## src/rtl/acsb_pkg.sv

```systemverilog
// constants shared by the adapter's status, bus and start-detect logic
// assumes a single 250 MHz clock; bit clocks arrive as sampled inputs
package acsb_pkg;
  // status bit positions
  localparam int SR_FULL  = 0;
  localparam int SR_EMPTY = 1;
  localparam int SR_DCD   = 2;
  localparam int SR_CTS   = 3;
  localparam int SR_FE    = 4;
  localparam int SR_OVR   = 5;
  localparam int SR_PE    = 6;
  localparam int SR_IRQ   = 7;
  // control fields
  localparam int CR_RIE   = 7;
  localparam logic [1:0] DIV_1     = 2'h0;
  localparam logic [1:0] DIV_16    = 2'h1;
  localparam logic [1:0] DIV_64    = 2'h2;
  localparam logic [1:0] DIV_MRST  = 2'h3;
  localparam logic [1:0] TC_TXIRQ  = 2'h1;
  localparam logic [2:0] WS_8_2_NP = 3'h4;
  localparam logic [2:0] WS_8_1_NP = 3'h5;
  localparam logic [7:0] CTRL_RST  = 8'h00;
  // start-bit timing in receive clock edges
  localparam logic [5:0] CONF_16   = 6'h08;
  localparam logic [5:0] CONF_64   = 6'h1F;
  localparam logic [5:0] PER_16    = 6'h0F;
  localparam logic [5:0] PER_64    = 6'h3F;
  localparam logic [5:0] CNT_ZERO  = 6'h00;
  localparam logic [5:0] CNT_ONE   = 6'h01;
  typedef enum logic [2:0] {
    SD_IDLE = 3'b001,
    SD_CONF = 3'b010,
    SD_RUN  = 3'b100
  } acsb_sd_t;
endpackage : acsb_pkg

```

## src/rtl/acsb_core.sv

```systemverilog
// status flags, processor bus port and receive start detection
// assumes bus and bit clock pins are synchronous to clk; shifters sit outside
`timescale 1ns/1ps
module acsb_core #(
  parameter int DATA_W = 8
) (
  input  wire logic                clk,
  input  wire logic                nrst,
  input  wire logic                cs,
  input  wire logic                rnw,
  input  wire logic                register_select,
  input  wire logic                e,
  input  wire logic [DATA_W-1:0]   di,
  output logic [DATA_W-1:0]        do_data,
  input  wire logic                txclk,
  input  wire logic                rxclk,
  input  wire logic                rxdata,
  input  wire logic                cts_n,
  input  wire logic                dcd_n,
  input  wire logic                rx_load,
  input  wire logic [DATA_W-1:0]   rx_word,
  input  wire logic                rx_frame_bad,
  input  wire logic                rx_parity_bad,
  input  wire logic                rx_overrun,
  input  wire logic                rx_done,
  input  wire logic                tx_moved,
  output logic [DATA_W-1:0]        tx_holding_register,
  output logic                     tx_full,
  output logic                     rx_full,
  output logic [DATA_W-1:0]        ctrl_out,
  output logic                     master_reset,
  output logic                     start_found,
  output logic                     bit_tick,
  output logic                     irq_n
);
  import acsb_pkg::*;

  // ==========================================================
  // elaboration check
  if (DATA_W != 8) begin : g_bad_width
    $error("acsb_core serves an 8-bit bus only");
  end

  // ==========================================================
  // state
  typedef struct packed {
    logic [7:0] ctrl;
    logic [7:0] rx_holding_register;
    logic [7:0] tx_hold;
    logic [7:0] dout;
    logic       full;
    logic       empty;
    logic       dcd;
    logic       cts;
    logic       cts_seen;
    logic       framing_error;
    logic       ovr;
    logic       ovr_pend;
    logic       parity_error;
    logic       irq_n;
    logic       rx_read_seen;
    logic       e_prev;
    logic       tx_prev;
    logic       rx_prev;
    logic       dcd_prev;
    logic       acc_cs;
    logic       acc_rnw;
    logic       acc_sel;
    logic       acc_ok;
    acsb_sd_t   sd;
    logic [5:0] cnt;
    logic       start_p;
    logic       tick_p;
    logic       mrst_out;
  } acsb_state_t;

  acsb_state_t st_reg;
  acsb_state_t st_next;

  logic e_rise;
  logic e_fall;
  logic tx_edge;
  logic rx_edge;
  logic mrst;
  logic commit;
  logic rd_rx;
  logic rd_sr;
  logic wr_cr;
  logic wr_tx;
  logic load_ok;
  logic par_on;
  logic [5:0] per;
  logic [7:0] sr;

  // ==========================================================
  // edge detection and access decode
  assign e_rise  = e & ~st_reg.e_prev;
  assign e_fall  = ~e & st_reg.e_prev;
  assign tx_edge = txclk & ~st_reg.tx_prev;
  assign rx_edge = rxclk & ~st_reg.rx_prev;
  assign mrst    = (st_reg.ctrl[1:0] == DIV_MRST);
  // committed at strobe fall, only if a txclk rise was seen while high
  assign commit  = e_fall & st_reg.acc_cs & (st_reg.acc_ok | tx_edge);
  assign wr_cr   = commit & ~st_reg.acc_rnw & ~st_reg.acc_sel;
  assign wr_tx   = commit & ~st_reg.acc_rnw & st_reg.acc_sel;
  assign rd_sr   = commit & st_reg.acc_rnw & ~st_reg.acc_sel;
  assign rd_rx   = commit & st_reg.acc_rnw & st_reg.acc_sel;
  assign par_on  = (st_reg.ctrl[4:2] != WS_8_2_NP) && (st_reg.ctrl[4:2] != WS_8_1_NP);
  assign load_ok = rx_load & (~st_reg.full | rd_rx);
  assign per     = (st_reg.ctrl[1:0] == DIV_16) ? PER_16 :
                   (st_reg.ctrl[1:0] == DIV_64) ? PER_64 : CNT_ZERO;

  // status image
  always_comb begin
    sr = 8'h00;
    sr[SR_FULL]  = st_reg.full;
    sr[SR_EMPTY] = st_reg.empty & ~st_reg.cts;
    sr[SR_DCD]   = st_reg.dcd;
    sr[SR_CTS]   = st_reg.cts;
    sr[SR_FE]    = st_reg.framing_error;
    sr[SR_OVR]   = st_reg.ovr;
    sr[SR_PE]    = st_reg.parity_error;
    sr[SR_IRQ]   = ~st_reg.irq_n;
  end

  // ==========================================================
  // next-state logic
  always_comb begin
    st_next          = st_reg;
    st_next.e_prev   = e;
    st_next.tx_prev  = txclk;
    st_next.rx_prev  = rxclk;
    st_next.dcd_prev = dcd_n;
    st_next.start_p  = 1'b0;
    st_next.tick_p   = 1'b0;

    // bus capture at strobe rise
    if (e_rise) begin
      st_next.acc_cs  = cs;
      st_next.acc_rnw = rnw;
      st_next.acc_sel = register_select;
      st_next.acc_ok  = tx_edge;
      if (cs && rnw) begin
        st_next.dout = register_select ? st_reg.rx_holding_register : sr;
      end
    end else if (e && tx_edge) begin
      st_next.acc_ok = 1'b1;
    end
    if (e_fall) begin
      st_next.acc_cs = 1'b0;
    end

    if (wr_cr) begin
      st_next.ctrl = di;
    end
    if (wr_tx) begin
      st_next.tx_hold = di;
    end

    // cts follows pin after first txclk rise
    if (tx_edge) begin
      st_next.cts_seen = 1'b1;
    end
    st_next.cts = st_reg.cts_seen ? cts_n : 1'b1;

    if (rd_rx) begin
      st_next.full         = 1'b0;
      st_next.parity_error = 1'b0;
      st_next.ovr          = st_reg.ovr_pend;
      st_next.ovr_pend     = 1'b0;
      st_next.rx_read_seen = 1'b1;
    end
    if (rd_sr && st_reg.rx_read_seen) begin
      st_next.dcd          = 1'b0;
      st_next.rx_read_seen = 1'b0;
    end
    if (wr_tx) begin
      st_next.empty = 1'b0;
    end

    // flag sets win over read and write clears; master reset wins over sets
    // set full on load
    if (load_ok) begin
      st_next.full                = 1'b1;
      st_next.rx_holding_register = rx_word;
      st_next.framing_error       = rx_frame_bad;
      st_next.parity_error        = rx_parity_bad & par_on;
    end
    if (rx_overrun && st_reg.full) begin
      st_next.ovr_pend = 1'b1;
    end
    // set empty on move to shifter
    if (tx_moved) begin
      st_next.empty = 1'b1;
    end
    if (dcd_n && !st_reg.dcd_prev) begin
      st_next.dcd = 1'b1;
    end

    unique case (st_reg.sd)
      SD_IDLE: begin
        if (rx_edge && !rxdata) begin
          st_next.cnt = CNT_ZERO;
          st_next.sd  = (st_reg.ctrl[1:0] == DIV_1) ? SD_RUN : SD_CONF;
          st_next.start_p = (st_reg.ctrl[1:0] == DIV_1);
        end
      end
      SD_CONF: begin
        if (rx_edge) begin
          st_next.cnt = 6'(st_reg.cnt + CNT_ONE);
          if (st_next.cnt == ((st_reg.ctrl[1:0] == DIV_64) ? CONF_64 : CONF_16)) begin
            st_next.cnt = CNT_ZERO;
            // high here is a false start
            st_next.sd      = rxdata ? SD_IDLE : SD_RUN;
            st_next.start_p = ~rxdata;
          end
        end
      end
      SD_RUN: begin
        if (rx_done) begin
          st_next.sd = SD_IDLE;
        end else if (rx_edge) begin
          if (st_reg.cnt == per) begin
            st_next.cnt    = CNT_ZERO;
            st_next.tick_p = 1'b1;
          end else begin
            st_next.cnt = 6'(st_reg.cnt + CNT_ONE);
          end
        end
      end
    endcase

    // master reset clears flags, halts receive
    if (mrst) begin
      st_next.full          = 1'b0;
      st_next.empty         = 1'b0;
      st_next.dcd           = 1'b0;
      st_next.framing_error = 1'b0;
      st_next.ovr           = 1'b0;
      st_next.ovr_pend      = 1'b0;
      st_next.parity_error  = 1'b0;
      st_next.rx_read_seen  = 1'b0;
      st_next.sd            = SD_IDLE;
      st_next.cnt           = CNT_ZERO;
      st_next.start_p       = 1'b0;
      st_next.tick_p        = 1'b0;
    end

    st_next.irq_n = ~((st_next.ctrl[CR_RIE] & (st_next.full | st_next.dcd | st_next.ovr))
                    | ((st_next.ctrl[6:5] == TC_TXIRQ) & st_next.empty & ~cts_n));
    st_next.mrst_out = (st_next.ctrl[1:0] == DIV_MRST);
  end

  // ==========================================================
  // state register
  always_ff @(posedge clk or negedge nrst) begin
    if (!nrst) begin
      st_reg       <= '0;
      st_reg.ctrl  <= CTRL_RST;
      st_reg.cts   <= 1'b1;
      st_reg.irq_n <= 1'b1;
      st_reg.sd    <= SD_IDLE;
      st_reg.dcd_prev <= 1'b1; // no false carrier rise after clear
    end else begin
      st_reg <= st_next;
    end
  end

  // outputs
  assign do_data             = st_reg.dout;
  assign tx_holding_register = st_reg.tx_hold;
  assign tx_full             = ~st_reg.empty;
  assign rx_full             = st_reg.full;
  assign ctrl_out            = st_reg.ctrl;
  assign master_reset        = st_reg.mrst_out;
  assign start_found         = st_reg.start_p;
  assign bit_tick            = st_reg.tick_p;
  assign irq_n               = st_reg.irq_n;

  // ==========================================================
  // checks
  a_full_load: assert property (@(posedge clk) disable iff (!nrst)
    (load_ok && !mrst) |=> rx_full) else $error("full not set after load");
  a_full_read: assert property (@(posedge clk) disable iff (!nrst)
    (rd_rx && !rx_load) |=> !rx_full) else $error("full not cleared by read");
  a_empty_cts: assert property (@(posedge clk) disable iff (!nrst)
    (e_rise && cs && rnw && !register_select && st_reg.cts) |=> !do_data[SR_EMPTY])
    else $error("empty shown with cts high");
  a_empty_write: assert property (@(posedge clk) disable iff (!nrst)
    (wr_tx && !tx_moved) |=> tx_full) else $error("empty not cleared by write");
  a_dcd_hold: assert property (@(posedge clk) disable iff (!nrst)
    (st_reg.dcd && !rd_sr && !mrst) |=> st_reg.dcd) else $error("carrier bit dropped");
  a_parity_off: assert property (@(posedge clk) disable iff (!nrst)
    (load_ok && !par_on) |=> !st_reg.parity_error) else $error("parity error with no parity");
  a_irq_bit: assert property (@(posedge clk) disable iff (!nrst)
    (e_rise && cs && rnw && !register_select) |=> (do_data[SR_IRQ] != $past(irq_n)))
    else $error("irq bit not inverse of pin");
  a_mrst_clear: assert property (@(posedge clk) disable iff (!nrst)
    mrst |=> (!rx_full && !st_reg.dcd && !st_reg.ovr && !start_found))
    else $error("master reset left flags set");
  a_div16_conf: assert property (@(posedge clk) disable iff (!nrst)
    (st_reg.sd == SD_CONF && rx_edge && st_reg.cnt == CNT_ZERO && !mrst
     && st_reg.ctrl[1:0] == DIV_16) |=> st_reg.sd == SD_CONF)
    else $error("confirm ended too early");
  a_false_start: assert property (@(posedge clk) disable iff (!nrst)
    (st_reg.sd == SD_CONF && st_next.sd != SD_CONF && rxdata && !mrst)
    |=> (st_reg.sd == SD_IDLE && !start_found)) else $error("false start accepted");
  a_cts_forced: assert property (@(posedge clk) disable iff (!nrst)
    (!st_reg.cts_seen && !tx_edge) |=> (st_reg.cts && !st_reg.cts_seen))
    else $error("cts bit not forced after clear");
  a_dcd_set: assert property (@(posedge clk) disable iff (!nrst)
    (dcd_n && !st_reg.dcd_prev && !mrst) |=> st_reg.dcd)
    else $error("carrier rise not latched");
  a_fe_clean: assert property (@(posedge clk) disable iff (!nrst)
    (load_ok && !rx_frame_bad && !mrst) |=> !st_reg.framing_error)
    else $error("framing error kept after clean load");
  a_ovr_show: assert property (@(posedge clk) disable iff (!nrst)
    (rd_rx && st_reg.ovr_pend && !mrst) |=> st_reg.ovr)
    else $error("pending overrun not shown at read");
  a_wr_ctrl: assert property (@(posedge clk) disable iff (!nrst)
    wr_cr |=> (ctrl_out == $past(di)))
    else $error("control write data not taken");
  a_rd_data: assert property (@(posedge clk) disable iff (!nrst)
    (e_rise && cs && rnw && register_select)
    |=> (do_data == $past(st_reg.rx_holding_register)))
    else $error("receive data not shown at strobe rise");
endmodule : acsb_core

```

## config.mk

```make
export PLATFORM = sky130hd
export DESIGN_NAME = acsb_core
export DESIGN_NICKNAME = d
export VERILOG_FILES = /design/src/rtl/acsb_pkg.sv /design/src/rtl/acsb_core.sv
export SDC_FILE = /design/constraint.sdc
export NUM_CORES = 1
export LEC_CHECK = 0
export BUFFER_PORTS_ARGS = -buffer_cell sky130_fd_sc_hd__buf_2
export CAP_MARGIN = 20
export CORE_MARGIN = 4
export CORE_UTILIZATION = 55
export DETAILED_ROUTE_END_ITERATION = 6
export GPL_TIMING_DRIVEN = 0
export PLACE_DENSITY = 0.8
export SYNTH_ARGS = -nofsm -noshare
export SYNTH_HDL_FRONTEND = slang
export SYNTH_SLANG_ARGS = --single-unit
```

## constraint.sdc

```tcl
create_clock -name clk -period 2.9 [get_ports clk]
set_input_delay 0.145 -clock clk [delete_from_list [all_inputs] [get_ports clk]]
set_output_delay 0.145 -clock clk [all_outputs]
set_load 0.02 [all_outputs]
```

==> metrics, run 1 <==
run status=complete, no violations; dpl ws=0.536 ns; Unique masters post-synth=52; Post-synth EDFFs=0; CP Launch Type=flop; post-synthesis cell count=289; Final min period=2.38 ns; clk_skew=0.00965 ns; WL final=6530 um; TritonCTS buffer count=9; final worst-path setup slack=0.523 ns; first-pass detailed-route iteration total=4; Rows=27; Synth Register Bits=63; Setup crit end kind=flop; # DRC=0; Starting Density=57.2%; Placer Congestion=0.852; number of global-route vias before repair=2425; Largest register FFs=29; Worst Hold Class=in2reg; Post-synth ARST share=100%; GRT Residual Overflow=0; Fin. Hold Viols=0; ys flop type=dfrtp_1; Final Setup Violations=0; peak supply drop=0.403 mV; Max Cap Viol=0; PortBufs=62; power per cell area=660 mW/mm2; Root Driver=clkbuf_8; Syn-to-layout area delta=20.6%; IO Count=63; crit share post-route=82.0%; headroom to the max-slew limit=57.0%; CTS sink cnt=63; Setup CP Type=reg2reg; area of the core=0.00554 mm2; pin count of the biggest net entering global routing=40; Die ar.=0.00704 mm2; Top delay family on crit path=simple AND/OR/NAND/NOR gates; reg2reg start=ctrl_out[0]$_DFF_PN0_; wire per inst=14.7 um; CP max stage delay=0.51 ns; Worst Tran Pin Value=0.645 ns; setup bufs post-CTS=0; layout cells sized above 1=38.7%; initial antenna violation count=0; hpwl dp=4750 um; first-pass GRT wire length=11400 um; CTS H-Tree Depth=3; vias post-DR=2355; Layout Cells excl Fill=444; post-synth top area share=46.6%; static leakage=1.90 nW; CTS tree=built; Hold Path Sink=st_reg[53]$_DFFE_PN0N_; Worst R2R End=st_reg[3]$_DFFE_PN0P_; Post-Syn Nets=329; RSZ-0062 raised after global routing=no; WP data arrival=2.61 ns; Global Route Usage Sum=20.0%; Vias/cell=5.30; dominant cells by area after synthesis=dfrtp_1 (47%), mux2_2 (8.5%), buf_4 (5.7%); Synth Cell Area=0.00317 mm2; maximum clock frequency=421 MHz; crit-path cells=inv_1 > ha_1 > or4_1 > o2bb2ai_1 > o21ai_1 > a22oi_2 > nor2_2 > mux2_2; clk slew on worst S/H paths=0.07 ns; worst r2r path cells=8; area leader, netlist=dfrtp_1; CTS Buffer Depth=2; clk_lat worst skew=0.35 ns; sequential fraction of the synthesis area=49.9%; layout net count=408; placed insts=424; Fin Setup TNS=0 ns; hold path start=rx_word[6]; die height=83.9 um; critical path's slowest cell=or4_1; ANT nets after route=0; Die Width=83.9 um; number of diodes=0; Buf/Inv on CP=1; Critical Path RT=3.13 ns; Synthesis Warnings=0; final slew viol count=0; initial drt markers=108; Post-Route Utilization=68.9%; CP max FO=5; mean post-synth cell area=11.0 um2; hold path depth=2; Reg2Reg Setup Slack=0.52 ns
-- final cells by class --
class	instances	area, um2
multi-input cells	185	1310
clock inverters	3	17.5
inverters	8	30.0
plain buffers	33	241
flip-flops and latches	63	1580
fillers	468	1720
clock buffers	12	165
well taps	72	90.1
repair buffers	68	380
-- cell usage in the layout, fill, tap and decap left out, types with 10 or more instances in the layout --
cell and instances:
buf_4 24, nor2_1 20, mux2i_1 10, nand2_1 23
o21ai_0 17, clkbuf_8 13, dfrtp_1 59, mux2_2 24
buf_2 64
-- how the worst max path moves through the flow --
stage                                startpoint                    end  slack [ns]  depth (start not counted)
after global placement    ctrl_out[0]$_DFF_PN0_  st_reg[3]$_DFFE_PN0P_        0.55                          8
after detailed placement  ctrl_out[0]$_DFF_PN0_  st_reg[3]$_DFFE_PN0P_        0.54                          8
after CTS                 ctrl_out[0]$_DFF_PN0_  st_reg[3]$_DFFE_PN0P_        0.51                          8
after floorplan           ctrl_out[0]$_DFF_PN0_  st_reg[3]$_DFFE_PN0P_        0.75                          8
after global routing      ctrl_out[0]$_DFF_PN0_  st_reg[3]$_DFFE_PN0P_        0.36                          8
final                     ctrl_out[0]$_DFF_PN0_  st_reg[3]$_DFFE_PN0P_        0.52                          8
-- where the power goes --
group	leakage (nW)	total, W	internal, W	switching, W
clock	0.0942	0.000712	0.000372	0.000340
sequential	0.802	0.00111	0.00102	0.0000920
combinational	1.01	0.000700	0.000315	0.000385
total	1.90	0.00252	0.00171	0.000817
-- logic make-up (layout without fill, tap and decap cells) --
family,after synthesis,count (layout),synth area share [%]
XOR/XNOR,5,5,1.38
multiplexers,34,34,11.7
buffers and inverters,41,124,8.57
AO/OA/AOI/OAI,58,58,12.8
adder cells (fa/ha/maj),7,7,2.77
AND/OR/NAND/NOR,81,81,12.8
flip-flops,63,63,49.9
-- Yosys cell counts, types with 3 or more instances --
library cell	instances
dfrtp_1	59
buf_4	24
mux2_2	24
nand2_1	23
nor2_1	20
o21ai_0	17
mux2i_1	10
a21oi_1	8
inv_1	8
ha_1	7
nor3_1	7
nand2b_1	5
a211oi_1	4
a31oi_1	4
clkbuf_1	4
dfstp_2	4
nand3_1	4
nor2b_1	4
a21o_1	3
and3_1	3
o21ai_1	3
or3_1	3
xnor2_1	3
-- timing repair --
item                      CTS  global route
hold buffers                5             0
hold endpoints to repair   26             0
resized for setup           0             0
-- layer usage --
layer	track usage [%]	share of wire, %	up-vias
met2	32.8	48	56
met4	8.33	1.8	0
met1	26.2	45	1133
met3	3.65	5.0	10
met5	0	0	-
li1	-	-	1156
-- per-stage QoR --
step	area [um2]	total power, W	hold slack (ns)
finish	3820	0.00252	0.0203
global placement	3570	0.00180	0.262
floorplan	3170	0.00160	-0.151
global route	3820	0.00265	0.0405
detailed placement	3590	0.00182	0.185
CTS	3820	0.00254	0.0206
Note: power is estimated with default switching activity, not from simulation.
==> run 2: changes to the inputs <==
==> constraint.sdc (replaced) <==
create_clock -name clk -period 2.25 [get_ports clk]
set_input_delay 0.1125 -clock clk [delete_from_list [all_inputs] [get_ports clk]]
set_output_delay 0.1125 -clock clk [all_outputs]
set_load 0.02 [all_outputs]
==> run 2 against run 1 <==
Worst setup slack worse by 0.47 ns. Fmax increased by 8.3%. Sequential share of layout area down 1.8 points. Utilization grew 3.3 points. Worst hold slack worse by 0.0094 ns.
==> metrics, run 2 (same netlist as run 1, synthesis figures left out) <==
Top delay family on crit path=simple AND/OR/NAND/NOR gates (unchanged); # DRC=0 (unchanged); initial drt markers=156 (was 108); Internal Power=0.00228 W (was 0.00171 W); crit-path cells=buf_4 > inv_4 > ha_4 > or4_4 > o2bb2ai_4 > o21ai_2 > a22oi_2 > nor2_4 > mux2_4 (was inv_1 > ha_1 > or4_1 > o2bb2ai_1 > o21ai_1 > a22oi_2 > nor2_2 > mux2_2); number of diodes=0 (unchanged); critical path's slowest cell=or4_4 (was or4_1); static leakage=1.96 nW (was 1.90 nW); first-pass GRT wire length=11700 um (was 11400 um); pin count of the biggest net entering global routing=40 (unchanged); combinational power share=30.6% (was 27.7%); Fin Setup TNS=0 ns (unchanged); Setup CP Type=reg2reg (unchanged); IO Count=63 (unchanged); WL final=6910 um (was 6530 um); Root Driver=clkbuf_8 (unchanged); most common cell after layout, fill and taps aside=buf_2 (unchanged); clk slew on worst S/H paths=0.07 ns (about the same); CTS Buffer Depth=2 (unchanged); Final Setup Violations=0 (unchanged); most frequent cells in the layout=buf_2 (63), dfrtp_1 (57), buf_4 (33) (was buf_2 (64), dfrtp_1 (59), mux2_2 (24), buf_4 (24), nand2_1 (23)); Buf/Inv on CP=2 (was 1); die height=83.9 um (unchanged); wire per inst=15.1 um (was 14.7 um); fill count=446 (was 468); CTS tree=built (unchanged); clk_skew=0.00913 ns (was 0.00965 ns); run status=complete, no violations (unchanged); Reg power frac=42.4% (was 44.0%); met3 GRT Util=3.55% (was 3.65%); hpwl dp=4750 um (unchanged); Placer Congestion=0.852 (unchanged); Final min period=2.20 ns (was 2.38 ns); Storage cell area=0.00158 mm2 (about the same); Largest register FFs=29 (unchanged); Max Cap Viol=0 (unchanged); grt met1 use=26.9% (was 26.2%); PortBufs=62 (unchanged); Switching Share=32.3% (was 32.4%); P_sw=0.00109 W (was 0.000817 W); Worst Tran Pin Value=0.621 ns (was 0.645 ns); area of the core=0.00554 mm2 (unchanged); headroom to the max-slew limit=58.1% (was 57.0%); WP data arrival=2.42 ns (was 2.61 ns); met2 Track Usage GR=33.8% (was 32.8%); TritonCTS buffer count=9 (unchanged); initial antenna violation count=0 (unchanged); final slew viol count=0 (unchanged); Setup crit end kind=flop (unchanged); vias post-DR=2434 (was 2355); Die Width=83.9 um (unchanged); ANT nets after route=0 (unchanged); crit share post-route=97.6% (was 82.0%); layout net count=421 (was 408); layout cells sized above 1=42.9% (was 38.7%); Global Route Usage Sum=20.6% (was 20.0%); Worst Hold Class=in2reg (unchanged); peak supply drop=0.579 mV (was 0.403 mV); Critical Path RT=2.47 ns (was 3.13 ns); Syn-to-layout area delta=26.4% (was 20.6%); layer with the highest usage=met2 (unchanged); Rows=27 (unchanged); CTS sink cnt=63 (unchanged); CP Launch Type=flop (unchanged); Reg2Reg Setup Slack=0.05 ns (was 0.52 ns); CTS H-Tree Depth=3 (unchanged); maximum clock frequency=455 MHz (was 421 MHz); clk_lat worst skew=0.34 ns (was 0.35 ns); number of global-route vias before repair=2486 (was 2425); Total Power=0.00337 W (was 0.00252 W); Fin. Hold Viols=0 (unchanged); CP max FO=5 (unchanged); CP max stage delay=0.43 ns (was 0.51 ns); first-pass detailed-route iteration total=4 (unchanged); Vias/cell=5.33 (was 5.30); Clk pwr share=27.0% (was 28.2%); power per cell area=841 mW/mm2 (was 660 mW/mm2); Die ar.=0.00704 mm2 (unchanged); Starting Density=57.2% (unchanged); GRT Residual Overflow=0 (unchanged); multi-input logic area=0.00138 mm2 (was 0.00131 mm2)
## run 2: cell count changes in the layout (fill, tap and decap cells not counted), sizes merged
cell,change
dlygate4sd3,+4
buf,+8
clkbuf,+1
## run 2: what timing repair did
action                                  in CTS  in global routing
endpoints found under the hold margin       30                  0
pin swaps                                    2                  5
gates resized for setup                      5                 14
hold buffers                                 9                  0
endpoints found under the setup margin       5                 23
buffers inserted                             4                  5
## run 2: per-layer routing
metal  up-vias  part of all wire (%)
met5         -                     0
met4         0                   1.2
met3        11                   5.1
met2        63                    49
met1      1177                    44
li1       1183                     -
## run 2: worst register-to-register path, stage by stage (launching register included)
cell and delay, ns:
dfrtp_1 0.38, buf_4 0.14, inv_4 0.06, ha_4 0.21, or4_4 0.43, o2bb2ai_4 0.15
o21ai_2 0.08, a22oi_2 0.25, nor2_4 0.09, mux2_4 0.28
## run 2: cell type report
cell class              count  area share (%)
plain buffers              33            6.12
clock inverters             3           0.437
well taps                  72            2.25
flip-flops and latches     63            39.6
repair buffers             81            12.2
clock buffers              12            4.12
multi-input cells         185            34.5
inverters                   8           0.812
## run 2: power groups by stage
| stage | combinational [W] | sequential (W) | clock [W] |
|---|---|---|---|
| 6_report | 0.00103 | 0.00143 | 0.000908 |
| 5_1_grt | 0.00113 | 0.00145 | 0.000968 |
| 4_1_cts | 0.000975 | 0.00143 | 0.000927 |
| 3_5_place_dp | 0.000896 | 0.00145 | 0 |
| 3_3_place_gp | 0.000875 | 0.00144 | 0 |
| 2_1_floorplan | 0.000630 | 0.00144 | 0 |
## run 2: path summary, 6_finish.rpt
kind	from	endpoint	depth (start not counted)
min in group asynchronous	nrst	bit_tick$_DFF_PN0_	2
max reg2reg	ctrl_out[1]$_DFF_PN0_	st_reg[3]$_DFFE_PN0P_	9
min	rx_word[3]	st_reg[50]$_DFFE_PN0N_	2
min reg2reg	st_reg[26]$_DFFE_PN0P_	sr[3]$_DFF_PN1_	1
max in group asynchronous	nrst	sr[3]$_DFF_PN1_	3
max	ctrl_out[1]$_DFF_PN0_	st_reg[3]$_DFFE_PN0P_	9
## run 2: per-stage QoR
step	hold slack, ns	worst slack [ns]	std cells	util, %	area (um2)
floorplan	-0.183	0.103	289	-	3170
global placement	0.229	-0.104	423	64.4	3570
detailed placement	0.153	-0.114	424	64.7	3590
CTS	0.00114	0.00667	452	70.7	3920
global route	0.0125	-0.0358	457	72.3	4000
finish	0.0109	0.0546	457	72.3	4000
